File: src/timer_cc_pkg.sv
/*
 * Constants shared by the capture/compare channel pair logic: register offsets,
 * field positions, mode codes and the input filter lookup functions.
 * Assumes a 16-bit timer counter and a 32-bit APB register bus.
 */
package timer_cc_pkg;
   // ---------------------------------------------------------------
   // Register map
   // ---------------------------------------------------------------
   localparam int unsigned ADDR_W = 8;
   localparam logic [7:0] OFS_STATUS = 8'h10;
   localparam logic [7:0] OFS_PAIR_LO = 8'h18;
   localparam logic [7:0] OFS_PAIR_HI = 8'h1c;
   localparam logic [7:0] OFS_ENABLE = 8'h20;
   localparam logic [7:0] OFS_CV0 = 8'h34;
   localparam logic [7:0] OFS_CV1 = 8'h38;
   localparam logic [7:0] OFS_PROTECT = 8'h44;
   localparam logic [15:0] RESET_HALF = 16'h0000;
   // ---------------------------------------------------------------
   // Field layout of the pair register channel bytes and of the enable and protect registers
   // ---------------------------------------------------------------
   localparam int unsigned CH_STRIDE = 8;
   localparam int unsigned MS_LSB = 0;
   localparam int unsigned MS_W = 2;
   localparam int unsigned FEN_BIT = 2;
   localparam int unsigned SEN_BIT = 3;
   localparam int unsigned CTL_LSB = 4;
   localparam int unsigned CTL_MSB = 6;
   localparam int unsigned PSC_LSB = 2;
   localparam int unsigned FLT_LSB = 4;
   localparam int unsigned EN_STRIDE = 4;
   localparam int unsigned PROTECTION_LEVEL_LSB = 8;
   // ---------------------------------------------------------------
   // Codes
   // ---------------------------------------------------------------
   localparam logic [2:0] CMP_TIMING = 3'h0;
   localparam logic [2:0] CMP_SET = 3'h1;
   localparam logic [2:0] CMP_CLEAR = 3'h2;
   localparam logic [2:0] CMP_TOGGLE = 3'h3;
   localparam logic [2:0] CMP_FORCE_LOW = 3'h4;
   localparam logic [2:0] CMP_FORCE_HIGH = 3'h5;
   localparam logic [2:0] CMP_PWM0 = 3'h6;
   localparam logic [2:0] CMP_PWM1 = 3'h7;
   localparam logic [1:0] MS_OUTPUT = 2'h0;
   localparam logic [1:0] MS_OWN = 2'h1;
   localparam logic [1:0] MS_NEIGHBOUR = 2'h2;
   localparam logic [1:0] MS_TRIGGER = 2'h3;
   localparam logic [1:0] PROTECTION_LEVEL_LOCKED = 2'h3;
   localparam logic [3:0] FLT_BYPASS = 4'h0;

   // Number of equal samples a filter code asks for.
   function automatic logic [3:0] filt_len(input logic [3:0] code);
      case (code)
         4'h1: filt_len = 4'h2;
         4'h2: filt_len = 4'h4;
         4'h4, 4'h6, 4'h8, 4'hb, 4'he: filt_len = 4'h6;
         4'ha, 4'hd: filt_len = 4'h5;
         4'h0: filt_len = 4'h1;
         default: filt_len = 4'h8;
      endcase
   endfunction

   // Dead-time ticks per sample; one means every kernel clock.
   function automatic logic [5:0] filt_div(input logic [3:0] code);
      case (code)
         4'h4, 4'h5: filt_div = 6'h02;
         4'h6, 4'h7: filt_div = 6'h04;
         4'h8, 4'h9: filt_div = 6'h08;
         4'ha, 4'hb, 4'hc: filt_div = 6'h10;
         4'hd, 4'he, 4'hf: filt_div = 6'h20;
         default: filt_div = 6'h01;
      endcase
   endfunction

   // Capture every 1, 2, 4 or 8 edges.
   function automatic logic [2:0] psc_last(input logic [1:0] code);
      case (code)
         2'h0: psc_last = 3'h0;
         2'h1: psc_last = 3'h1;
         2'h2: psc_last = 3'h3;
         default: psc_last = 3'h7;
      endcase
   endfunction
endpackage

File: src/filt_if.sv
/*
 * Link between the channel pair control and one input filter.
 * Assumes both ends run on pclk.
 */
`timescale 1ns/100ps
interface filt_if;
   logic [3:0] code;
   logic dts_tick;
   logic level;
   modport ctrl (output code, output dts_tick, input level);
   modport filt (input code, input dts_tick, output level);
endinterface

File: src/capture_input_filter.sv
/*
 * Digital filter for one channel input pin: three-stage synchroniser,
 * sample-rate divider and equal-sample counter.
 * Assumes dts_tick is a one-cycle pulse on pclk at the dead-time rate.
 */
`timescale 1ns/100ps
module capture_input_filter (
   input wire logic pclk,
   input wire logic presetn,
   input wire logic pin_in,
   filt_if.filt cfg
);
   typedef struct packed {
      logic [2:0] sync;
      logic last;
      logic [3:0] cnt;
      logic [5:0] div;
      logic level;
   } filt_state_t;

   filt_state_t q, d;
   logic agree;
   logic tick;

   assign agree = (q.sync[2] == q.sync[1]);
   assign cfg.level = q.level;

   always_comb begin
      d = q;
      d.sync = {q.sync[1:0], pin_in};
      tick = 1'b0;
      if (timer_cc_pkg::filt_div(cfg.code) == 6'h01) begin
         tick = 1'b1;
      end else if (cfg.dts_tick) begin
         if (q.div >= timer_cc_pkg::filt_div(cfg.code) - 6'h01) begin
            d.div = 6'h00;
            tick = 1'b1;
         end else begin
            d.div = q.div + 6'h01;
         end
      end
      if (cfg.code == timer_cc_pkg::FLT_BYPASS) begin
         if (agree) begin
            d.level = q.sync[2];
         end
         d.cnt = 4'h0;
      end else if (tick && agree) begin
         if (q.sync[2] != q.last) begin
            d.last = q.sync[2];
            d.cnt = 4'h1;
         end else begin
            if (q.cnt < timer_cc_pkg::filt_len(cfg.code)) begin
               d.cnt = q.cnt + 4'h1;
            end
            if (d.cnt >= timer_cc_pkg::filt_len(cfg.code)) begin
               d.level = q.last;
            end
         end
      end
   end

   always_ff @(posedge pclk or negedge presetn) begin
      if (!presetn) begin
         q <= '0;
      end else begin
         q <= d;
      end
   end

   property p_bypass;
      @(posedge pclk) disable iff (!presetn)
      (cfg.code == timer_cc_pkg::FLT_BYPASS && agree) |=> (q.level == $past(q.sync[2]));
   endproperty
   a_bypass: assert property (p_bypass) else $error("bypass level not followed");

   property p_restart;
      @(posedge pclk) disable iff (!presetn)
      (cfg.code != timer_cc_pkg::FLT_BYPASS && tick && agree && q.sync[2] != q.last)
         |=> (q.cnt == 4'h1) && $stable(q.level);
   endproperty
   a_restart: assert property (p_restart) else $error("filter count not restarted");
endmodule

File: src/timer_channel_capture_compare_cfg.sv
/*
 * Capture/compare configuration for timer channels 0 and 1: APB registers,
 * compare output prepare logic, input selection, filters and capture prescaler.
 * Assumes the counter, count direction, update event, trigger edge and
 * dead-time tick come from timer logic on pclk; channel pins are asynchronous.
 */
`timescale 1ns/100ps
module timer_channel_capture_compare_cfg #(
   parameter int unsigned CNT_W = 16
) (
   input wire logic pclk,
   input wire logic presetn,
   input wire logic psel,
   input wire logic penable,
   input wire logic pwrite,
   input wire logic [7:0] paddr,
   input wire logic [31:0] pwdata,
   output logic [31:0] prdata,
   output logic pready,
   output logic pslverr,
   input wire logic [CNT_W-1:0] counter_value,
   input wire logic count_down,
   input wire logic update_event,
   input wire logic trigger_edge,
   input wire logic internal_trigger_signal,
   input wire logic dead_time_tick,
   input wire logic [1:0] chan_pin,
   output logic [1:0] chan_output_prepare,
   output logic [1:0] capture_event,
   output logic [1:0] chan_selected_input
);
   // ---------------------------------------------------------------
   // State
   // ---------------------------------------------------------------
   typedef struct packed {
      logic [15:0] lo;
      logic [15:0] hi;
      logic [1:0] en;
      logic [1:0] protection_level;
      logic [1:0][CNT_W-1:0] cv;
      logic [1:0][CNT_W-1:0] cvs;
      logic [1:0] prep;
      logic [1:0] cmp_prev;
      logic [1:0][2:0] ctl_prev;
      logic [1:0] sel_prev;
      logic [1:0][2:0] psc_cnt;
      logic [1:0] cap;
      logic [31:0] rdata;
   } cc_state_t;

   cc_state_t q, d;
   logic [1:0] filt_level;
   logic [1:0] sel;
   logic wr;
   logic setup;
   logic hit;

   function automatic logic pwm_high(input logic [2:0] ctl, input logic down,
                                     input logic [CNT_W-1:0] cnt,
                                     input logic [CNT_W-1:0] cv);
      logic base;
      base = down ? !(cnt > cv) : (cnt < cv);
      pwm_high = (ctl == timer_cc_pkg::CMP_PWM0) ? base : !base;
   endfunction

   function automatic logic cmp_out(input logic down, input logic [CNT_W-1:0] cnt,
                                    input logic [CNT_W-1:0] cv);
      cmp_out = down ? (cnt > cv) : (cnt < cv);
   endfunction

   function automatic logic is_pwm(input logic [2:0] ctl);
      is_pwm = (ctl == timer_cc_pkg::CMP_PWM0) || (ctl == timer_cc_pkg::CMP_PWM1);
   endfunction

   // ---------------------------------------------------------------
   // Input filters
   // ---------------------------------------------------------------
   genvar g;
   generate
      for (g = 0; g < 2; g++) begin : gen_filt
         filt_if link ();
         assign link.code = q.lo[g*timer_cc_pkg::CH_STRIDE+timer_cc_pkg::FLT_LSB +: 4];
         assign link.dts_tick = dead_time_tick;
         assign filt_level[g] = link.level;
         capture_input_filter u_filt (
            .pclk(pclk),
            .presetn(presetn),
            .pin_in(chan_pin[g]),
            .cfg(link)
         );
      end
   endgenerate

   // ---------------------------------------------------------------
   // Bus decode
   // ---------------------------------------------------------------
   assign setup = psel && !penable;
   assign wr = psel && penable && pwrite;
   assign hit = (paddr == timer_cc_pkg::OFS_STATUS) || (paddr == timer_cc_pkg::OFS_PAIR_LO) ||
                (paddr == timer_cc_pkg::OFS_PAIR_HI) || (paddr == timer_cc_pkg::OFS_ENABLE) ||
                (paddr == timer_cc_pkg::OFS_CV0) || (paddr == timer_cc_pkg::OFS_CV1) ||
                (paddr == timer_cc_pkg::OFS_PROTECT);
   assign pready = psel && penable;
   assign pslverr = psel && penable && !hit;
   assign prdata = q.rdata;
   assign chan_output_prepare = q.prep;
   assign capture_event = q.cap;
   assign chan_selected_input = q.sel_prev;

   // ---------------------------------------------------------------
   // Next state
   // ---------------------------------------------------------------
   always_comb begin
      logic [1:0] ms;
      logic [2:0] ctl;
      logic locked;
      logic cmp;
      logic edge_seen;
      logic [CNT_W-1:0] wcv;
      int unsigned idx;
      ms = '0;
      ctl = '0;
      locked = 1'b0;
      cmp = 1'b0;
      edge_seen = 1'b0;
      wcv = pwdata[CNT_W-1:0];
      idx = 0;
      sel = '0;
      d = q;
      d.cap = '0;
      // Read data is captured in the setup phase so that it comes from a register.
      if (setup) begin
         case (paddr)
            timer_cc_pkg::OFS_STATUS: d.rdata = {26'h0000000, filt_level, q.sel_prev, q.prep};
            timer_cc_pkg::OFS_PAIR_LO: d.rdata = {16'h0000, q.lo};
            timer_cc_pkg::OFS_PAIR_HI: d.rdata = {16'h0000, q.hi};
            timer_cc_pkg::OFS_ENABLE: d.rdata = {27'h0000000, q.en[1], 3'h0, q.en[0]};
            timer_cc_pkg::OFS_CV0: d.rdata = {{(32-CNT_W){1'b0}}, q.cvs[0]};
            timer_cc_pkg::OFS_CV1: d.rdata = {{(32-CNT_W){1'b0}}, q.cvs[1]};
            timer_cc_pkg::OFS_PROTECT: d.rdata = {22'h000000, q.protection_level, 8'h00};
            default: d.rdata = 32'h00000000;
         endcase
      end
      if (wr && paddr == timer_cc_pkg::OFS_PAIR_HI) begin
         d.hi = pwdata[15:0];
      end
      if (wr && paddr == timer_cc_pkg::OFS_ENABLE) begin
         d.en = {pwdata[timer_cc_pkg::EN_STRIDE], pwdata[0]};
      end
      if (wr && paddr == timer_cc_pkg::OFS_PROTECT) begin
         d.protection_level = pwdata[timer_cc_pkg::PROTECTION_LEVEL_LSB +: 2];
      end
      for (int c = 0; c < 2; c++) begin
         ms = q.lo[c*timer_cc_pkg::CH_STRIDE+timer_cc_pkg::MS_LSB +: 2];
         ctl = q.lo[c*timer_cc_pkg::CH_STRIDE+timer_cc_pkg::CTL_LSB +: 3];
         locked = (q.protection_level == timer_cc_pkg::PROTECTION_LEVEL_LOCKED) && (ms == timer_cc_pkg::MS_OUTPUT);
         // Pair register write, bit by bit: mode bits guarded by enable, bits 3 to 6 by the lock, bits 2 and 7 unguarded.
         if (wr && paddr == timer_cc_pkg::OFS_PAIR_LO) begin
            for (int b = 0; b < timer_cc_pkg::CH_STRIDE; b++) begin
               idx = c * timer_cc_pkg::CH_STRIDE + b;
               if (b < timer_cc_pkg::MS_W) begin
                  if (!q.en[c]) begin
                     d.lo[idx] = pwdata[idx];
                  end
               end else if (b >= timer_cc_pkg::SEN_BIT && b <= timer_cc_pkg::CTL_MSB) begin
                  if (!locked) begin
                     d.lo[idx] = pwdata[idx];
                  end
               end else begin
                  d.lo[idx] = pwdata[idx];
               end
            end
         end
         // Compare value: preload through the shadow or write straight through.
         if (q.lo[c*timer_cc_pkg::CH_STRIDE+timer_cc_pkg::SEN_BIT]) begin
            if (update_event) begin
               d.cv[c] = q.cvs[c];
            end
         end
         if (wr && paddr == (c == 0 ? timer_cc_pkg::OFS_CV0 : timer_cc_pkg::OFS_CV1)) begin
            d.cvs[c] = wcv;
            if (!q.lo[c*timer_cc_pkg::CH_STRIDE+timer_cc_pkg::SEN_BIT]) begin
               d.cv[c] = wcv;
            end
         end
         // Output prepare.
         cmp = cmp_out(count_down, counter_value, q.cv[c]);
         if (ms == timer_cc_pkg::MS_OUTPUT) begin
            case (ctl)
               timer_cc_pkg::CMP_TIMING: d.prep[c] = q.prep[c];
               timer_cc_pkg::CMP_SET: d.prep[c] = q.prep[c] | (counter_value == q.cv[c]);
               timer_cc_pkg::CMP_CLEAR: d.prep[c] = q.prep[c] & (counter_value != q.cv[c]);
               timer_cc_pkg::CMP_TOGGLE: d.prep[c] = q.prep[c] ^ (counter_value == q.cv[c]);
               timer_cc_pkg::CMP_FORCE_LOW: d.prep[c] = 1'b0;
               timer_cc_pkg::CMP_FORCE_HIGH: d.prep[c] = 1'b1;
               default: begin
                  if (q.ctl_prev[c] == timer_cc_pkg::CMP_TIMING || cmp != q.cmp_prev[c]) begin
                     d.prep[c] = pwm_high(ctl, count_down, counter_value, q.cv[c]);
                  end
               end
            endcase
            if (q.lo[c*timer_cc_pkg::CH_STRIDE+timer_cc_pkg::FEN_BIT] && is_pwm(ctl) &&
                trigger_edge) begin
               // Level reached after a match: low in PWM mode 0, high in PWM mode 1.
               d.prep[c] = (ctl == timer_cc_pkg::CMP_PWM1);
            end
         end
         d.cmp_prev[c] = cmp;
         d.ctl_prev[c] = ctl;
         // Input selection; the selected input is held low in output mode.
         case (ms)
            timer_cc_pkg::MS_OWN: sel[c] = filt_level[c];
            timer_cc_pkg::MS_NEIGHBOUR: sel[c] = filt_level[1-c];
            timer_cc_pkg::MS_TRIGGER: sel[c] = internal_trigger_signal;
            default: sel[c] = 1'b0;
         endcase
         d.sel_prev[c] = sel[c];
         edge_seen = sel[c] && !q.sel_prev[c] && (ms != timer_cc_pkg::MS_OUTPUT);
         // Capture prescaler counts rising edges of the selected input.
         if (!q.en[c]) begin
            d.psc_cnt[c] = 3'h0;
         end else if (edge_seen) begin
            if (q.psc_cnt[c] >= timer_cc_pkg::psc_last(
                   q.lo[c*timer_cc_pkg::CH_STRIDE+timer_cc_pkg::PSC_LSB +: 2])) begin
               d.psc_cnt[c] = 3'h0;
               d.cap[c] = 1'b1;
            end else begin
               d.psc_cnt[c] = q.psc_cnt[c] + 3'h1;
            end
         end
      end
   end

   always_ff @(posedge pclk or negedge presetn) begin
      if (!presetn) begin
         q <= '0;
      end else begin
         q <= d;
      end
   end

   // ---------------------------------------------------------------
   // Checks on channel 0
   // ---------------------------------------------------------------
   logic [1:0] ms0;
   logic [2:0] ctl0;
   logic fen0;
   logic sen0;
   logic cmp0;
   assign ms0 = q.lo[1:0];
   assign ctl0 = q.lo[6:4];
   assign fen0 = q.lo[timer_cc_pkg::FEN_BIT];
   assign sen0 = q.lo[timer_cc_pkg::SEN_BIT];
   assign cmp0 = cmp_out(count_down, counter_value, q.cv[0]);

   property p_pwm1;
      @(posedge pclk) disable iff (!presetn)
      (ms0 == timer_cc_pkg::MS_OUTPUT && ctl0 == timer_cc_pkg::CMP_PWM1 && !(fen0 && trigger_edge)
       && cmp0 != q.cmp_prev[0]) |=> (q.prep[0] == $past(count_down ~^ cmp0));
   endproperty
   a_pwm1: assert property (p_pwm1) else $error("pwm mode 1 level wrong");

   property p_pwm0;
      @(posedge pclk) disable iff (!presetn)
      (ms0 == timer_cc_pkg::MS_OUTPUT && ctl0 == timer_cc_pkg::CMP_PWM0 && !(fen0 && trigger_edge)
       && q.ctl_prev[0] == timer_cc_pkg::CMP_TIMING) |=> (q.prep[0] == $past(count_down ^ cmp0));
   endproperty
   a_pwm0: assert property (p_pwm0) else $error("pwm mode 0 level wrong");

   property p_pwm_hold;
      @(posedge pclk) disable iff (!presetn)
      (is_pwm(ctl0) && q.ctl_prev[0] != timer_cc_pkg::CMP_TIMING && cmp0 == q.cmp_prev[0]
       && !(fen0 && trigger_edge)) |=> $stable(q.prep[0]);
   endproperty
   a_pwm_hold: assert property (p_pwm_hold) else $error("pwm level moved without cause");

   property p_timing;
      @(posedge pclk) disable iff (!presetn)
      (ctl0 == timer_cc_pkg::CMP_TIMING) |=> $stable(q.prep[0]);
   endproperty
   a_timing: assert property (p_timing) else $error("timing mode changed output");

   property p_protect;
      @(posedge pclk) disable iff (!presetn)
      (wr && paddr == timer_cc_pkg::OFS_PAIR_LO && q.protection_level == timer_cc_pkg::PROTECTION_LEVEL_LOCKED &&
       ms0 == timer_cc_pkg::MS_OUTPUT) |=> $stable(q.lo[6:3]);
   endproperty
   a_protect: assert property (p_protect) else $error("locked field was written");

   property p_shadow;
      @(posedge pclk) disable iff (!presetn)
      (sen0 && update_event) |=> (q.cv[0] == $past(q.cvs[0]));
   endproperty
   a_shadow: assert property (p_shadow) else $error("shadow not transferred");

   property p_fast;
      @(posedge pclk) disable iff (!presetn)
      (ms0 == timer_cc_pkg::MS_OUTPUT && fen0 && ctl0 == timer_cc_pkg::CMP_PWM1 && trigger_edge)
         |=> q.prep[0];
   endproperty
   a_fast: assert property (p_fast) else $error("fast trigger not applied");

   property p_ms_lock;
      @(posedge pclk) disable iff (!presetn)
      (wr && paddr == timer_cc_pkg::OFS_PAIR_LO && q.en[0]) |=> $stable(ms0);
   endproperty
   a_ms_lock: assert property (p_ms_lock) else $error("mode written while enabled");

   property p_psc_reset;
      @(posedge pclk) disable iff (!presetn)
      (!q.en[0]) |=> (q.psc_cnt[0] == 3'h0) && !q.cap[0];
   endproperty
   a_psc_reset: assert property (p_psc_reset) else $error("prescaler not cleared");

   property p_capture;
      @(posedge pclk) disable iff (!presetn)
      (q.en[0] && ms0 != timer_cc_pkg::MS_OUTPUT && q.lo[3:2] == 2'h0 && sel[0] && !q.sel_prev[0])
         |=> capture_event[0];
   endproperty
   a_capture: assert property (p_capture) else $error("capture missed");

   c_pwm_entry: cover property (@(posedge pclk) disable iff (!presetn)
      (ctl0 == timer_cc_pkg::CMP_PWM1 && q.ctl_prev[0] == timer_cc_pkg::CMP_TIMING));
   c_capture_by4: cover property (@(posedge pclk) disable iff (!presetn)
      (capture_event[0] && q.lo[3:2] == 2'h2));
   c_shadow_load: cover property (@(posedge pclk) disable iff (!presetn)
      (sen0 && update_event && q.cv[0] != q.cvs[0]));
endmodule

File: config.mk
export PLATFORM = sky130hd
export DESIGN_NAME = timer_channel_capture_compare_cfg
export DESIGN_NICKNAME = d
export VERILOG_FILES = /design/src/timer_cc_pkg.sv /design/src/filt_if.sv /design/src/capture_input_filter.sv /design/src/timer_channel_capture_compare_cfg.sv
export SDC_FILE = /design/constraint.sdc
export NUM_CORES = 1
export LEC_CHECK = 0
export ABC_AREA = 1
export ABC_CLOCK_PERIOD_IN_PS = 4100
export BUFFER_PORTS_ARGS = -buffer_cell sky130_fd_sc_hd__buf_4
export CAP_MARGIN = 20
export CORE_ASPECT_RATIO = 1.1
export CORE_UTILIZATION = 55
export DETAILED_ROUTE_END_ITERATION = 8
export PLACE_DENSITY_LB_ADDON = 0.08
export SETUP_SLACK_MARGIN = 0.05
export SLEW_MARGIN = 20
export SYNTH_ARGS = -nofsm -noshare
export SYNTH_HDL_FRONTEND = slang
export SYNTH_SLANG_ARGS = --single-unit
File: constraint.sdc
create_clock -name pclk -period 4.1 [get_ports pclk]
set_input_delay 0.82 -clock pclk [delete_from_list [all_inputs] [get_ports pclk]]
set_output_delay 0.82 -clock pclk [all_outputs]
set_load 0.05 [all_outputs]
==> results_tabular.tex, run 1 <==
\begin{tabular}{lr}
\hline
Metric & Value \\
\hline
\multicolumn{2}{l}{\textbf{Synth}} \\
\quad Number of unique standard cell types used by synthesis & 50 \\
\quad Post-synth EDFFs & 0 \\
\quad Main flop type after synthesis & sky130\_fd\_sc\_hd\_\_dfrtp\_1 \\
\quad YS warnings & 0 \\
\quad Fraction of registers with async set or reset after synthesis & between 90\% and 100\% \\
\quad Biggest area consumer among synthesized cells & sky130\_fd\_sc\_hd\_\_dfrtp\_1 \\
\quad Portion of the post-synthesis area used by sequential elements & 40.9\% \\
\quad Simple-gate share of the synthesized area & 19.0\% \\
\quad Average footprint of a synthesized cell & 7.78 um\^{}2 \\
\quad FF+latch count, synth & 166 \\
\quad Cell count after synthesis & 1,307 \\
\quad Total standard cell area after synthesis & 0.0102 mm\^{}2 \\
\quad Post-synth top area share & between 40\% and 50\% \\
\quad Leading cell type by number of instances after synthesis & sky130\_fd\_sc\_hd\_\_nand2\_1 \\
\quad Combinational family with the most area after synthesis & simple AND/OR/NAND/NOR gates \\
\quad Top cells by area in the synthesized netlist & sky130\_fd\_sc\_hd\_\_dfrtp\_1 41\%, sky130\_fd\_sc\_hd\_\_nand2\_1 12\%, sky130\_fd\_sc\_hd\_\_ha\_1 11\%, sky130\_fd\_sc\_hd\_\_o21ai\_0 9.7\%, sky130\_fd\_sc\_hd\_\_inv\_1 7.0\% \\
\quad Commonest cells post-synth & 317 x sky130\_fd\_sc\_hd\_\_nand2\_1, 198 x sky130\_fd\_sc\_hd\_\_o21ai\_0, 189 x sky130\_fd\_sc\_hd\_\_inv\_1 \\
\quad XOR/XNOR Fraction of Synth Area & 1.29\% \\
\quad Post-Synth Adder-Cell Area & between 10 and 15\% \\
\quad Multiplexer area fraction after synthesis & 0\% \\
\quad Fraction of the mapped netlist area in compound gates & 16.4\% \\
\multicolumn{2}{l}{\textbf{Power and ir drop}} \\
\quad Static Leak & between 5 and 6 nW \\
\quad Power density normalized to cell area & 409 mW/mm\^{}2 \\
\quad VDD IR-drop max & between 0.2 and 0.3 mV \\
\quad Total power draw & 4.63 mW \\
\multicolumn{2}{l}{\textbf{Critical path}} \\
\quad Largest fanout of any net on the critical path & 7 \\
\quad Data arrival time of the worst path & 3.87 ns \\
\quad Logic depth of the worst register-to-register path & 17 \\
\quad Launch instance of the worst register-to-register path & ctl0[1]\$\_DFFE\_PN0P\_ \\
\quad Endpoint required time on the critical path & 4.45 ns \\
\quad Critical Path Start Type & flop \\
\quad Kind of capture point of the worst setup path & flop \\
\quad Register-to-register setup slack & 0.58 ns \\
\quad CP Class & reg -> reg \\
\quad Crit Reg-Reg Endpoint & gen\_filt[0].u\_filt.cfg.level\$\_DFFE\_PN0P\_ \\
\multicolumn{2}{l}{\textbf{Placement}} \\
\quad HPWL after detailed placement & between 15,000 and 20,000 um \\
\quad Setup slack after placement & around 0.7 ns \\
\quad Port bufs & 75 \\
\quad Placer congestion estimate & 0.890 \\
\multicolumn{2}{l}{\textbf{Global routing}} \\
\quad Global-route usage over all layers & 28.0\% \\
\quad GR Layer Usage met3 & 5.64\% \\
\quad Number of global-route vias before repair & approximately 8.0k \\
\quad Global routing met1 resource utilization & 33.3\% \\
\quad Peak-usage layer in the global routing report & met2 \\
\quad Gr ovfl total & 0 \\
\quad GR met2 Demand/Resource & 49.1\% \\
\quad Antenna violations before repair & 0 \\
\quad Global-route wire length before repair & 40,600 um \\
\quad Largest net degree at the start of global routing & between 70 and 80 \\
\multicolumn{2}{l}{\textbf{STA}} \\
\quad Final setup TNS & 0 ns \\
\quad Final Skew & 0.00960 ns \\
\quad Setup violators final & 0 \\
\quad Worst Max-Slew Pin Slew & roughly 1.0 ns \\
\quad Tightest slew margin relative to the limit & 30.2\% \\
\quad Final period demand of the worst path & roughly 3.5 ns \\
\quad Final count of pins violating max slew & 0 \\
\quad Setup repair after global routing missed its margin & no \\
\quad Fmax achieved & 284 MHz \\
\quad Final cycle utilization of the critical path & 85.8\% \\
\quad Final critical-path setup slack & 0.580 ns \\
\quad Final count of hold timing violations & 0 \\
\multicolumn{2}{l}{\textbf{Clock network}} \\
\quad Clock-pin slew on the worst setup and hold paths & $\sim$0.07 ns \\
\quad CTS Buffer Depth & 2 \\
\quad Clock latency at the later pin of the worst-skew pair & 0.43 ns \\
\quad TritonCTS clock tree & yes \\
\quad Number of buffers added to fix hold violations after cts & 0 \\
\quad Number of setup buffers added after CTS & 0 \\
\quad Sink count of the clock tree & approximately 170 \\
\quad Number of clock buffers inserted by TritonCTS & 17 \\
\quad Cell at the root of the clock tree & sky130\_fd\_sc\_hd\_\_clkbuf\_16 \\
\quad Cts repair resizes & 0 \\
\quad \# H-tree levels & 4 \\
\multicolumn{2}{l}{\textbf{Flow run}} \\
\quad Total of max-cap violations & 0 \\
\multicolumn{2}{l}{\textbf{Routing}} \\
\quad Drt pass-1 iters & 8 \\
\quad Antenna viol nets, final & 0 \\
\quad DRC viols & 0 \\
\quad Per-cell via count in the routed design & 5.36 \\
\quad Via count of the routed design & 8,607 \\
\quad Iteration-0 DRC Markers & slightly below 700 \\
\quad Average wire length per cell after detail routing & 15.9 um \\
\quad WL final & about 26,000 um \\
\multicolumn{2}{l}{\textbf{Floorplan}} \\
\quad Height of the die & roughly 140 um \\
\quad Top-level I/O count & roughly 110 \\
\quad Area of the core region & 0.0179 mm\^{}2 \\
\quad Overall die area & approximately 0.019 mm\^{}2 \\
\quad Std-Cell Rows & 51 \\
\quad Initial standard-cell utilization of the core & 56.9\% \\
\quad Die outline width & 132 um \\
\multicolumn{2}{l}{\textbf{Finish}} \\
\quad Post-route core utilization & 63.3\% \\
\quad Area Growth Syn to Fin & 11.2\% \\
\quad Share of final-layout standard cells stronger than drive strength 1 & 10.2\% \\
\quad Final net count & 1,513 \\
\quad Number of antenna repair diodes & 0 \\
\multicolumn{2}{l}{\textbf{Status}} \\
\quad Outcome & complete, no violations \\
\multicolumn{2}{l}{\textbf{Worst hold path}} \\
\quad Min-delay worst type & in -> async \\
\hline
\end{tabular}
worst max-delay path by stage:
stage / startpoint / slack [ns] / depth (start not counted) / endpoint
final: ctl0[1]$_DFFE_PN0P_ / 0.58 / 17 / gen_filt[0].u_filt.cfg.level$_DFFE_PN0P_
after global routing: ctl0[0]$_DFFE_PN0P_ / 0.09 / 17 / gen_filt[0].u_filt.cfg.level$_DFFE_PN0P_
after detailed placement: ctl0[0]$_DFFE_PN0P_ / 0.70 / 17 / gen_filt[0].u_filt.cfg.level$_DFFE_PN0P_
after CTS: d[46]$_DFFE_PN0P_ / 0.64 / 18 / gen_filt[1].u_filt.cfg.level$_DFFE_PN0P_
after floorplan: paddr[4] / 0.25 / 8 / pslverr
after global placement: ctl0[0]$_DFFE_PN0P_ / 0.72 / 17 / gen_filt[0].u_filt.cfg.level$_DFFE_PN0P_
sequential cells by signal, indices dropped and copies added (netlist names):
| name | count |
|---|---|
| q | 103 |
| gen_filt.u_filt.q | 24 |
| prdata | 16 |
| gen_filt.u_filt.d | 4 |
| ctl0 | 3 |
| d | 3 |
| capture_event | 2 |
| chan_output_prepare | 2 |
| chan_selected_input | 2 |
| gen_filt.link.code | 2 |
| gen_filt.u_filt.cfg.level | 2 |
| ms0 | 2 |
| fen0 | 1 |
layout by cell type (no fill, tap or decap), types with 2 or more instances in the layout:
master and instances:
sky130_fd_sc_hd__o21ai_1 6, sky130_fd_sc_hd__o31ai_1 2, sky130_fd_sc_hd__a221oi_1 8, sky130_fd_sc_hd__ha_1 89
sky130_fd_sc_hd__nor2_4 2, sky130_fd_sc_hd__xnor2_1 5, sky130_fd_sc_hd__a31oi_1 5, sky130_fd_sc_hd__inv_6 4
sky130_fd_sc_hd__o22ai_1 15, sky130_fd_sc_hd__clkinv_4 3, sky130_fd_sc_hd__or2_2 2, sky130_fd_sc_hd__nor2_1 60
sky130_fd_sc_hd__clkinv_2 3, sky130_fd_sc_hd__xor2_1 10, sky130_fd_sc_hd__nand2_2 3, sky130_fd_sc_hd__conb_1 16
sky130_fd_sc_hd__nor3_1 12, sky130_fd_sc_hd__nand2_1 317, sky130_fd_sc_hd__nor4_1 3, sky130_fd_sc_hd__a21o_1 3
sky130_fd_sc_hd__o21ai_0 198, sky130_fd_sc_hd__clkinv_1 2, sky130_fd_sc_hd__dfrtp_1 166, sky130_fd_sc_hd__nand4_1 7
sky130_fd_sc_hd__nand3_2 4, sky130_fd_sc_hd__a311oi_1 2, sky130_fd_sc_hd__inv_2 5, sky130_fd_sc_hd__a21boi_0 4
sky130_fd_sc_hd__clkbuf_16 17, sky130_fd_sc_hd__o211ai_1 3, sky130_fd_sc_hd__inv_1 189, sky130_fd_sc_hd__a211oi_1 4
sky130_fd_sc_hd__inv_8 3, sky130_fd_sc_hd__nor3b_1 3, sky130_fd_sc_hd__nand3_1 43, sky130_fd_sc_hd__a21oi_1 45
sky130_fd_sc_hd__o21ai_2 3, sky130_fd_sc_hd__nand3b_1 3, sky130_fd_sc_hd__buf_4 83
critical path: stages (launching register included):
cell                       delay [ns]
sky130_fd_sc_hd__dfrtp_1         0.47
sky130_fd_sc_hd__inv_1           0.20
sky130_fd_sc_hd__ha_1            0.34
sky130_fd_sc_hd__o21ai_0         0.11
sky130_fd_sc_hd__o21ai_0         0.34
sky130_fd_sc_hd__ha_1            0.32
sky130_fd_sc_hd__a21oi_1         0.20
sky130_fd_sc_hd__nand2_2         0.11
sky130_fd_sc_hd__nor2_1          0.14
sky130_fd_sc_hd__xor2_1          0.20
sky130_fd_sc_hd__inv_1           0.06
sky130_fd_sc_hd__ha_1            0.26
sky130_fd_sc_hd__o21ai_0         0.07
sky130_fd_sc_hd__a21boi_0        0.15
sky130_fd_sc_hd__o21ai_0         0.10
sky130_fd_sc_hd__a21oi_1         0.20
sky130_fd_sc_hd__o211ai_1        0.10
sky130_fd_sc_hd__o21ai_0         0.08
per-layer routing:
layer	up-vias	routed length [um]
li1	4305	-
met4	0	949
met1	4006	10600
met2	243	12700
met3	53	1320
met5	-	0
report_power, final:
group | switching, mW | total (mW) | internal, mW
registers | 0.149 | 1.96 | 1.81
clock network | 0.710 | 1.52 | 0.810
logic | 0.719 | 1.15 | 0.435
total | 1.58 | 4.63 | 3.05
per-stage QoR:
step	cells	hold slack [ns]	cell area, um^2
finish	1607	0.349	11300
global placement	1575	0.332	10700
CTS	1607	0.369	11300
floorplan	1322	0.331	10200
detailed placement	1575	0.354	10700
global route	1607	0.374	11300
cell families after synthesis:
group                    Yosys count
AND/OR/NAND/NOR                  464
AO/OA/AOI/OAI                    305
flip-flops                       166
other                              1
buffers and inverters            267
XOR/XNOR                          15
adder cells (fa/ha/maj)           89
final cells by class:
cell class              count  area [um^2]
flip-flops and latches    166         4150
clock buffers              18          439
clock inverters            14          118
well taps                 238          298
inverters                 197          742
fillers                  1605         6560
repair buffers             85          654
multi-input cells         889         4900
No activity file was read; power rests on OpenSTA's default activity.
==> run 2, diff against run 1 <==
--- a/config.mk
+++ b/config.mk
@@ -10,11 +10,13 @@
 export BUFFER_PORTS_ARGS = -buffer_cell sky130_fd_sc_hd__buf_4
 export CAP_MARGIN = 20
 export CORE_ASPECT_RATIO = 1.1
-export CORE_UTILIZATION = 55
+export CORE_UTILIZATION = 40
 export DETAILED_ROUTE_END_ITERATION = 8
 export PLACE_DENSITY_LB_ADDON = 0.08
+export REMOVE_ABC_BUFFERS = 1
 export SETUP_SLACK_MARGIN = 0.05
 export SLEW_MARGIN = 20
 export SYNTH_ARGS = -nofsm -noshare
 export SYNTH_HDL_FRONTEND = slang
+export SYNTH_HIERARCHICAL = 1
 export SYNTH_SLANG_ARGS = --single-unit
==> run 2 against run 1 <==
Effect of this change:
- non-clock buffer count increased by 2
- maximum frequency about the same
- synthesized cell count increased by 2.3%
- utilization decreased by 17 points
- critical path depth unchanged
- sequential power decreased by 6%
- register-to-register slack about the same
- via count increased by 0.50%
- clock power increased by 8%
- global-route usage decreased by 7.5 points
- final cell count increased by 8.7%
- setup slack improved by 0.0033 ns
- critical path type unchanged
==> results_tabular.tex, run 2 <==
\begin{tabular}{lr}
\hline
Metric & Value \\
\hline
\multicolumn{2}{l}{\textbf{Status}} \\
\quad Outcome & complete, no violations (unchanged) \\
\multicolumn{2}{l}{\textbf{Power and ir drop}} \\
\quad Logic gate share of total power & 19.7\% (was 24.9\%) \\
\quad Sequential cell fraction of total power & 42.6\% (was 42.2\%) \\
\quad VDD IR-drop max & 0.288 mV (was 0.298 mV) \\
\quad Static Leak & 5.87 nW (was 5.76 nW) \\
\quad Share of total power in the clock network & 37.7\% (was 32.8\%) \\
\quad Switching part of the total power & 32.4\% (was 34.1\%) \\
\quad Power density normalized to cell area & 368 mW/mm\^{}2 (was 409 mW/mm\^{}2) \\
\quad Switch Pwr & 1.41 mW (was 1.58 mW) \\
\quad Total power draw & 4.35 mW (was 4.63 mW) \\
\quad Internal portion of total power & 2.94 mW (was 3.05 mW) \\
\multicolumn{2}{l}{\textbf{STA}} \\
\quad Fmax achieved & 284 MHz (about the same) \\
\quad Tightest slew margin relative to the limit & 33.7\% (was 30.2\%) \\
\quad Final period demand of the worst path & 3.52 ns (about the same) \\
\quad Setup repair after global routing missed its margin & no (unchanged) \\
\quad Final count of hold timing violations & 0 (unchanged) \\
\quad Final count of pins violating max slew & 0 (unchanged) \\
\quad Setup violators final & 0 (unchanged) \\
\quad Final Skew & 0.0176 ns (was 0.00960 ns) \\
\quad Final worst hold slack & 0.350 ns (was 0.349 ns) \\
\quad Final cycle utilization of the critical path & 85.8\% (about the same) \\
\quad Worst Max-Slew Pin Slew & 0.991 ns (was 1.04 ns) \\
\quad Final setup TNS & 0 ns (unchanged) \\
\multicolumn{2}{l}{\textbf{Critical path}} \\
\quad Endpoint required time on the critical path & 4.43 ns (was 4.45 ns) \\
\quad Logic depth of the worst register-to-register path & 17 (unchanged) \\
\quad Cell Chain, Critical Path & inv\_1 > ha\_1 > a21oi\_1 > a221oi\_1 > ha\_1 > a21oi\_1 > nand3b\_1 > nand2\_1 > inv\_1 > ha\_1 > nand2\_1 > o211ai\_1 > nand3\_1 > nand2\_1 > nand2\_1 > nand2\_1 > nand2\_1 (was inv\_1 > ha\_1 > o21ai\_0 > o21ai\_0 > ha\_1 > a21oi\_1 > nand2\_2 > nor2\_1 > xor2\_1 > inv\_1 > ha\_1 > o21ai\_0 > a21boi\_0 > o21ai\_0 > a21oi\_1 > o211ai\_1 > o21ai\_0) \\
\quad Critical Path Most Common Cell & sky130\_fd\_sc\_hd\_\_nand2\_1 (was sky130\_fd\_sc\_hd\_\_o21ai\_0) \\
\quad Data arrival time of the worst path & 3.84 ns (was 3.87 ns) \\
\quad Largest fanout of any net on the critical path & 11 (was 7) \\
\quad Launch instance of the worst register-to-register path & ctl0[0]\$\_DFFE\_PN0P\_ (was ctl0[1]\$\_DFFE\_PN0P\_) \\
\quad Kind of capture point of the worst setup path & flop (unchanged) \\
\quad Critical Path Start Type & flop (unchanged) \\
\quad Kind of cell with the highest combined delay on the critical path & compound AO/OA/AOI/OAI gates (unchanged) \\
\quad CP Class & reg -> reg (unchanged) \\
\quad CP max stage cell & sky130\_fd\_sc\_hd\_\_dfrtp\_1 (unchanged) \\
\quad Critical path launch point & ctl0[0]\$\_DFFE\_PN0P\_ (was ctl0[1]\$\_DFFE\_PN0P\_) \\
\quad Count of cell instances traversed by the critical path & 17 (unchanged) \\
\quad Critical path buffers and inverters & 2 (unchanged) \\
\quad CP peak stage delay & 0.55 ns (was 0.47 ns) \\
\multicolumn{2}{l}{\textbf{Synth}} \\
\quad Leading cell type by number of instances after synthesis & sky130\_fd\_sc\_hd\_\_nand2\_1 (unchanged) \\
\quad Average footprint of a synthesized cell & 7.88 um\^{}2 (was 7.78 um\^{}2) \\
\quad Biggest area consumer among synthesized cells & sky130\_fd\_sc\_hd\_\_dfrtp\_1 (unchanged) \\
\quad Number of unique standard cell types used by synthesis & 51 (was 50) \\
\quad Top cells by area in the synthesized netlist & sky130\_fd\_sc\_hd\_\_dfrtp\_1 39\%, sky130\_fd\_sc\_hd\_\_nand2\_1 13\%, sky130\_fd\_sc\_hd\_\_ha\_1 10\%, sky130\_fd\_sc\_hd\_\_o21ai\_0 7.1\%, sky130\_fd\_sc\_hd\_\_inv\_1 6.0\% (was sky130\_fd\_sc\_hd\_\_dfrtp\_1 41\%, sky130\_fd\_sc\_hd\_\_nand2\_1 12\%, sky130\_fd\_sc\_hd\_\_ha\_1 11\%, sky130\_fd\_sc\_hd\_\_o21ai\_0 9.7\%, sky130\_fd\_sc\_hd\_\_inv\_1 7.0\%) \\
\quad Post-synth top area share & 39.4\% (was 40.9\%) \\
\quad YS warnings & 6 (was 0) \\
\quad Portion of the post-synthesis area used by sequential elements & 39.4\% (was 40.9\%) \\
\quad Post-synth EDFFs & 0 (unchanged) \\
\quad Main flop type after synthesis & sky130\_fd\_sc\_hd\_\_dfrtp\_1 (unchanged) \\
\quad Cell count after synthesis & 1,337 (was 1,307) \\
\quad FF+latch count, synth & 166 (unchanged) \\
\quad Total standard cell area after synthesis & 0.0105 mm\^{}2 (was 0.0102 mm\^{}2) \\
\quad Commonest cells post-synth & 355 x sky130\_fd\_sc\_hd\_\_nand2\_1, 167 x sky130\_fd\_sc\_hd\_\_inv\_1, 166 x sky130\_fd\_sc\_hd\_\_dfrtp\_1 (was 317 x sky130\_fd\_sc\_hd\_\_nand2\_1, 198 x sky130\_fd\_sc\_hd\_\_o21ai\_0, 189 x sky130\_fd\_sc\_hd\_\_inv\_1) \\
\quad Fraction of registers with async set or reset after synthesis & 100\% (unchanged) \\
\multicolumn{2}{l}{\textbf{Flow run}} \\
\quad Total of max-cap violations & 0 (unchanged) \\
\multicolumn{2}{l}{\textbf{Worst hold path}} \\
\quad Worst Hold Depth & 0 \\
\quad Min-delay worst type & reg -> reg (was in -> async) \\
\quad HP Start & gen\_filt[0].u\_filt/d[13]\$\_DFF\_PN0\_ \\
\multicolumn{2}{l}{\textbf{Routing}} \\
\quad WL final & 26,000 um (was 25,500 um) \\
\quad Antenna viol nets, final & 0 (unchanged) \\
\quad Iteration-0 DRC Markers & 513 (was 686) \\
\quad Average wire length per cell after detail routing & 14.9 um (was 15.9 um) \\
\quad Via count of the routed design & 8,650 (was 8,607) \\
\quad Drt pass-1 iters & 5 (was 8) \\
\quad Per-cell via count in the routed design & 4.95 (was 5.36) \\
\quad DRC viols & 0 (unchanged) \\
\multicolumn{2}{l}{\textbf{Clock network}} \\
\quad Sink count of the clock tree & 166 (unchanged) \\
\quad \# H-tree levels & 4 (unchanged) \\
\quad Cts repair resizes & 0 (unchanged) \\
\quad Clock-pin slew on the worst setup and hold paths & 0.07 ns (about the same) \\
\quad CTS Buffer Depth & 2 (unchanged) \\
\quad Cell at the root of the clock tree & sky130\_fd\_sc\_hd\_\_clkbuf\_16 (unchanged) \\
\quad Number of setup buffers added after CTS & 0 (unchanged) \\
\quad Number of clock buffers inserted by TritonCTS & 17 (unchanged) \\
\quad Clock latency at the later pin of the worst-skew pair & 0.44 ns (was 0.43 ns) \\
\quad Number of buffers added to fix hold violations after cts & 0 (unchanged) \\
\quad TritonCTS clock tree & yes (unchanged) \\
\multicolumn{2}{l}{\textbf{Floorplan}} \\
\quad Overall die area & 0.0270 mm\^{}2 (was 0.0190 mm\^{}2) \\
\quad Die outline width & 157 um (was 132 um) \\
\quad Height of the die & 172 um (was 145 um) \\
\quad Top-level I/O count & 108 (unchanged) \\
\quad Area of the core region & 0.0256 mm\^{}2 (was 0.0179 mm\^{}2) \\
\quad Std-Cell Rows & 61 (was 51) \\
\quad Initial standard-cell utilization of the core & 41.2\% (was 56.9\%) \\
\multicolumn{2}{l}{\textbf{Global routing}} \\
\quad Gr ovfl total & 0 (unchanged) \\
\quad Global routing met1 resource utilization & 27.6\% (was 33.3\%) \\
\quad Largest net degree at the start of global routing & 89 (was 72) \\
\quad GR Layer Usage met3 & 2.81\% (was 5.64\%) \\
\quad Global-route wire length before repair & 42,200 um (was 40,600 um) \\
\quad Peak-usage layer in the global routing report & met2 (unchanged) \\
\quad Number of global-route vias before repair & 8,054 (was 8,019) \\
\quad Antenna violations before repair & 0 (unchanged) \\
\quad Global-route usage over all layers & 20.5\% (was 28.0\%) \\
\quad GR met2 Demand/Resource & 34.0\% (was 49.1\%) \\
\multicolumn{2}{l}{\textbf{Finish}} \\
\quad Largest reg by FF count & q (unchanged) \\
\quad Final net count & 1,544 (was 1,513) \\
\quad Share of final-layout standard cells stronger than drive strength 1 & 12.1\% (was 10.2\%) \\
\quad Post-route core utilization & 46.2\% (was 63.3\%) \\
\quad Number of flip-flops under the largest register name & 103 (unchanged) \\
\quad Area Growth Syn to Fin & 12.1\% (was 11.2\%) \\
\quad Most common cell after layout, fill and taps aside & sky130\_fd\_sc\_hd\_\_nand2\_1 (unchanged) \\
\quad Most frequent cells in the layout & 355 x sky130\_fd\_sc\_hd\_\_nand2\_1, 167 x sky130\_fd\_sc\_hd\_\_inv\_1, 166 x sky130\_fd\_sc\_hd\_\_dfrtp\_1 (was 317 x sky130\_fd\_sc\_hd\_\_nand2\_1, 198 x sky130\_fd\_sc\_hd\_\_o21ai\_0, 189 x sky130\_fd\_sc\_hd\_\_inv\_1) \\
\quad \# fillers & 2,567 (was 1,605) \\
\quad Number of antenna repair diodes & 0 (unchanged) \\
\multicolumn{2}{l}{\textbf{Placement}} \\
\quad Port bufs & 75 (unchanged) \\
\quad Placer congestion estimate & 0.810 (was 0.890) \\
\quad HPWL after detailed placement & 19,300 um (was 19,100 um) \\
\hline
\end{tabular}
## run 2: layer usage
layer / wire [um] / share of wire, %
met4: 438 / 1.7
met5: 0 / 0
met2: 12100 / 47
met3: 976 / 3.8
met1: 12500 / 48
## run 2: path summary, 6_finish.rpt
check / slack, ns / to
setup / recovery: 0.58 / gen_filt[0].u_filt/cfg.level$_DFFE_PN0P_
hold / removal: 0.35 / gen_filt[0].u_filt/d[14]$_DFF_PN0_
setup reg to reg: 0.58 / gen_filt[0].u_filt/cfg.level$_DFFE_PN0P_
hold reg to reg: 0.35 / gen_filt[0].u_filt/d[14]$_DFF_PN0_
max in group asynchronous: 2.71 / q[64]$_DFFE_PN0P_
min in group asynchronous: 0.44 / gen_filt[1].u_filt/q[9]$_DFFE_PN0P_
## run 2: power groups by stage
stage	Clock, mW	Sequential, mW	Combinational [mW]
final	1.64	1.85	0.857
after CTS	1.68	1.85	0.871
after floorplan	0	1.89	0.578
after detailed placement	0	1.89	0.866
after global placement	0	1.88	0.854
after global routing	1.75	1.87	1.00
## run 2: stage by stage
stage	worst slack, ns	instances	cell area, um^2
3_5_place_dp	0.573	1715	11200
4_1_cts	0.574	1747	11800
3_3_place_gp	0.634	1715	11200
6_report	0.583	1747	11800
2_1_floorplan	0.358	1282	10100
5_1_grt	0.207	1747	11800
## run 2: final cells by class
cell class	instances	area (um^2)	area share [%]
clock buffer	18	429	3.63
clock inverter	14	158	1.34
inverter	184	703	5.96
multi-input combinational	932	5260	44.6
sequential	166	4150	35.2
tap	346	433	3.67
timing repair buffer	87	669	5.67
## run 2: kinds of logic (layout without fill, tap and decap cells)
family / Yosys count / after routing / synth area share (%)
buffers and inverters: 254 / 303 / 11.2
xor gates and xnor gates: 18 / 18 / 1.50
and+or+nand+nor: 543 / 543 / 23.2
other: 1 / 16 / 0.0356
DFF: 166 / 166 / 39.4
adders and majority gates: 88 / 88 / 10.5
AOI/OAI and AO/OA: 267 / 267 / 14.2
==> run 3, diff against run 2 <==
==> constraint.sdc (replaced) <==
create_clock -name pclk -period 4.1 [get_ports pclk]
set_input_delay 0.82 -clock pclk [delete_from_list [all_inputs] [get_ports pclk]]
set_output_delay 0.82 -clock pclk [all_outputs]
set_load 0.02 [all_outputs]
==> run 3 against run 2 <==
Effect of this change:
- setup slack gained 0.019 ns
- clock skew up 0.0023 ns
- register-to-register slack better by 0.02 ns
- critical path depth unchanged
- power grew 1.1%
==> results_tabular.tex, run 3 (same netlist as run 2, synthesis figures left out) <==
\begin{tabular}{lr}
\hline
Metric & Value \\
\hline
\multicolumn{2}{l}{\textbf{Routing}} \\
\quad WL final & 26,000 um (about the same) \\
\quad Iteration-0 DRC Markers & 544 (was 513) \\
\quad Per-cell via count in the routed design & 4.95 (about the same) \\
\quad DRC viols & 0 (unchanged) \\
\quad Average wire length per cell after detail routing & 14.9 um (about the same) \\
\quad Via count of the routed design & 8,640 (was 8,650) \\
\quad Antenna viol nets, final & 0 (unchanged) \\
\quad Drt pass-1 iters & 5 (unchanged) \\
\multicolumn{2}{l}{\textbf{Critical path}} \\
\quad Kind of capture point of the worst setup path & flop (unchanged) \\
\quad Crit Reg-Reg Endpoint & gen\_filt[0].u\_filt/cfg.level\$\_DFFE\_PN0P\_ (unchanged) \\
\quad Largest fanout of any net on the critical path & 11 (unchanged) \\
\quad Register-to-register setup slack & 0.60 ns (was 0.58 ns) \\
\quad Logic depth of the worst register-to-register path & 17 (unchanged) \\
\quad Endpoint required time on the critical path & 4.42 ns (was 4.43 ns) \\
\quad Data arrival time of the worst path & 3.81 ns (was 3.84 ns) \\
\quad CP Class & reg -> reg (unchanged) \\
\quad Critical Path Start Type & flop (unchanged) \\
\quad Launch instance of the worst register-to-register path & ctl0[0]\$\_DFFE\_PN0P\_ (unchanged) \\
\multicolumn{2}{l}{\textbf{STA}} \\
\quad Final Skew & 0.0199 ns (was 0.0176 ns) \\
\quad Final period demand of the worst path & 3.50 ns (was 3.52 ns) \\
\quad Final count of pins violating max slew & 0 (unchanged) \\
\quad Final count of hold timing violations & 0 (unchanged) \\
\quad Tightest slew margin relative to the limit & 31.4\% (was 33.7\%) \\
\quad Fmax achieved & 286 MHz (was 284 MHz) \\
\quad Final critical-path setup slack & 0.603 ns (was 0.583 ns) \\
\quad Final setup TNS & 0 ns (unchanged) \\
\quad Setup violators final & 0 (unchanged) \\
\quad Final cycle utilization of the critical path & 85.3\% (was 85.8\%) \\
\quad Setup repair after global routing missed its margin & no (unchanged) \\
\quad Worst Max-Slew Pin Slew & 1.03 ns (was 0.991 ns) \\
\multicolumn{2}{l}{\textbf{Floorplan}} \\
\quad Die outline width & 157 um (unchanged) \\
\quad Top-level I/O count & 108 (unchanged) \\
\quad Initial standard-cell utilization of the core & 41.2\% (unchanged) \\
\quad Area of the core region & 0.0256 mm\^{}2 (unchanged) \\
\quad Height of the die & 172 um (unchanged) \\
\quad Overall die area & 0.0270 mm\^{}2 (unchanged) \\
\quad Std-Cell Rows & 61 (unchanged) \\
\multicolumn{2}{l}{\textbf{Power and ir drop}} \\
\quad Power density normalized to cell area & 371 mW/mm\^{}2 (was 368 mW/mm\^{}2) \\
\quad Static Leak & 5.89 nW (was 5.87 nW) \\
\quad VDD IR-drop max & 0.277 mV (was 0.288 mV) \\
\multicolumn{2}{l}{\textbf{Finish}} \\
\quad Number of flip-flops under the largest register name & 103 (unchanged) \\
\quad Most common cell after layout, fill and taps aside & sky130\_fd\_sc\_hd\_\_nand2\_1 (unchanged) \\
\quad Largest reg by FF count & q (unchanged) \\
\quad Final net count & 1,544 (unchanged) \\
\quad Number of antenna repair diodes & 0 (unchanged) \\
\quad Most frequent cells in the layout & 355 x sky130\_fd\_sc\_hd\_\_nand2\_1, 167 x sky130\_fd\_sc\_hd\_\_inv\_1, 166 x sky130\_fd\_sc\_hd\_\_dfrtp\_1 (unchanged) \\
\quad Area Growth Syn to Fin & 12.5\% (was 12.1\%) \\
\quad Share of final-layout standard cells stronger than drive strength 1 & 12.1\% (unchanged) \\
\multicolumn{2}{l}{\textbf{Global routing}} \\
\quad Antenna violations before repair & 0 (unchanged) \\
\quad Global-route usage over all layers & 20.9\% (was 20.5\%) \\
\quad Gr ovfl total & 0 (unchanged) \\
\quad Global-route wire length before repair & 43,500 um (was 42,200 um) \\
\quad Number of global-route vias before repair & 8,342 (was 8,054) \\
\quad Largest net degree at the start of global routing & 91 (was 89) \\
\multicolumn{2}{l}{\textbf{Placement}} \\
\quad Placer congestion estimate & 0.804 (was 0.810) \\
\quad Setup slack after placement & 0.575 ns (was 0.573 ns) \\
\quad HPWL after detailed placement & 19,500 um (was 19,300 um) \\
\quad Port bufs & 75 (unchanged) \\
\multicolumn{2}{l}{\textbf{Clock network}} \\
\quad Number of clock buffers inserted by TritonCTS & 17 (unchanged) \\
\quad \# H-tree levels & 4 (unchanged) \\
\quad Cell at the root of the clock tree & sky130\_fd\_sc\_hd\_\_clkbuf\_16 (unchanged) \\
\quad Number of setup buffers added after CTS & 0 (unchanged) \\
\quad Number of buffers added to fix hold violations after cts & 0 (unchanged) \\
\quad TritonCTS clock tree & yes (unchanged) \\
\quad Sink count of the clock tree & 166 (unchanged) \\
\quad Clock-pin slew on the worst setup and hold paths & 0.07 ns (about the same) \\
\quad CTS Buffer Depth & 2 (unchanged) \\
\quad Clock latency at the later pin of the worst-skew pair & 0.43 ns (was 0.44 ns) \\
\quad Cts repair resizes & 0 (unchanged) \\
\multicolumn{2}{l}{\textbf{Status}} \\
\quad Outcome & complete, no violations (unchanged) \\
\multicolumn{2}{l}{\textbf{Worst hold path}} \\
\quad Hold Path Sink & gen\_filt[0].u\_filt/d[14]\$\_DFF\_PN0\_ (unchanged) \\
\quad Worst Hold Depth & 0 (unchanged) \\
\quad HP Start & gen\_filt[0].u\_filt/d[13]\$\_DFF\_PN0\_ (unchanged) \\
\quad Min-delay worst type & reg -> reg (unchanged) \\
\multicolumn{2}{l}{\textbf{Flow run}} \\
\quad Total of max-cap violations & 0 (unchanged) \\
\hline
\end{tabular}
## run 3: changes by cell type in the layout (fill, tap and decap cells not counted)
| cell | change |
|---|---|
| sky130_fd_sc_hd__bufinv_16 | +2 |
| sky130_fd_sc_hd__clkbuf_8 | +1 |
| sky130_fd_sc_hd__clkinv_4 | +2 |
| sky130_fd_sc_hd__inv_6 | -4 |
| sky130_fd_sc_hd__inv_8 | -1 |
## run 3: final cells by class
class | count | area (um^2)
Clock inverter | 13 | 189
Fill cell | 2549 | 13700
Multi-Input combinational cell | 932 | 5260
Timing Repair Buffer | 87 | 669
Clock buffer | 19 | 443
Tap cell | 346 | 433
Sequential cell | 166 | 4150
Inverter | 184 | 703
## run 3: metrics by stage
step	hold WS (ns)	utilization, %	total power, mW	cell area [um^2]	cells
after global placement	0.335	43.9	2.69	11200	1715
after global routing	0.353	46.4	4.68	11900	1747
after detailed placement	0.335	43.9	2.71	11200	1715
after CTS	0.350	46.4	4.45	11900	1747
after floorplan	0.331	-	2.42	10100	1282
final	0.350	46.4	4.39	11900	1747
## run 3: worst max-delay path, cell delays in order, from the launching register on
cell and delay (ns):
sky130_fd_sc_hd__dfrtp_1 0.55, sky130_fd_sc_hd__inv_1 0.14, sky130_fd_sc_hd__ha_1 0.32, sky130_fd_sc_hd__a21oi_1 0.08, sky130_fd_sc_hd__a221oi_1 0.38, sky130_fd_sc_hd__ha_1 0.32
sky130_fd_sc_hd__a21oi_1 0.41, sky130_fd_sc_hd__nand3b_1 0.20, sky130_fd_sc_hd__nand2_1 0.10, sky130_fd_sc_hd__inv_1 0.04, sky130_fd_sc_hd__ha_1 0.28, sky130_fd_sc_hd__nand2_1 0.06
sky130_fd_sc_hd__o211ai_1 0.17, sky130_fd_sc_hd__nand3_1 0.10, sky130_fd_sc_hd__nand2_1 0.09, sky130_fd_sc_hd__nand2_1 0.06, sky130_fd_sc_hd__nand2_1 0.05, sky130_fd_sc_hd__nand2_1 0.05
## run 3: power by group
group / total, mW / internal [mW] / switching [mW]
Sequential: 1.85 / 1.75 / 0.0990
Clock: 1.73 / 0.999 / 0.727
Combinational: 0.815 / 0.314 / 0.501
Total: 4.39 / 3.07 / 1.33
## run 3: worst max path at each step
| stage | start | to | slack [ns] | depth (start not counted) |
|---|---|---|---|---|
| 2_1_floorplan | ctl0[1]$_DFFE_PN0P_ | gen_filt[0].u_filt/cfg.level$_DFFE_PN0P_ | 0.96 | 17 |
| 3_3_place_gp | ctl0[0]$_DFFE_PN0P_ | gen_filt[0].u_filt/cfg.level$_DFFE_PN0P_ | 0.63 | 17 |
| 3_5_place_dp | ctl0[0]$_DFFE_PN0P_ | gen_filt[0].u_filt/cfg.level$_DFFE_PN0P_ | 0.58 | 17 |
| 4_1_cts | d[45]$_DFFE_PN0P_ | gen_filt[1].u_filt/cfg.level$_DFFE_PN0P_ | 0.56 | 17 |
| 5_1_grt | ctl0[0]$_DFFE_PN0P_ | gen_filt[0].u_filt/cfg.level$_DFFE_PN0P_ | 0.14 | 17 |
| 6_report | ctl0[0]$_DFFE_PN0P_ | gen_filt[0].u_filt/cfg.level$_DFFE_PN0P_ | 0.60 | 17 |
## run 3: per-layer routing
layer | track usage [%] | part of all wire (%)
met1 | 28.0 | 48
met2 | 34.7 | 47
met3 | 3.21 | 3.5
met4 | 5.92 | 1.7
met5 | 0 | 0
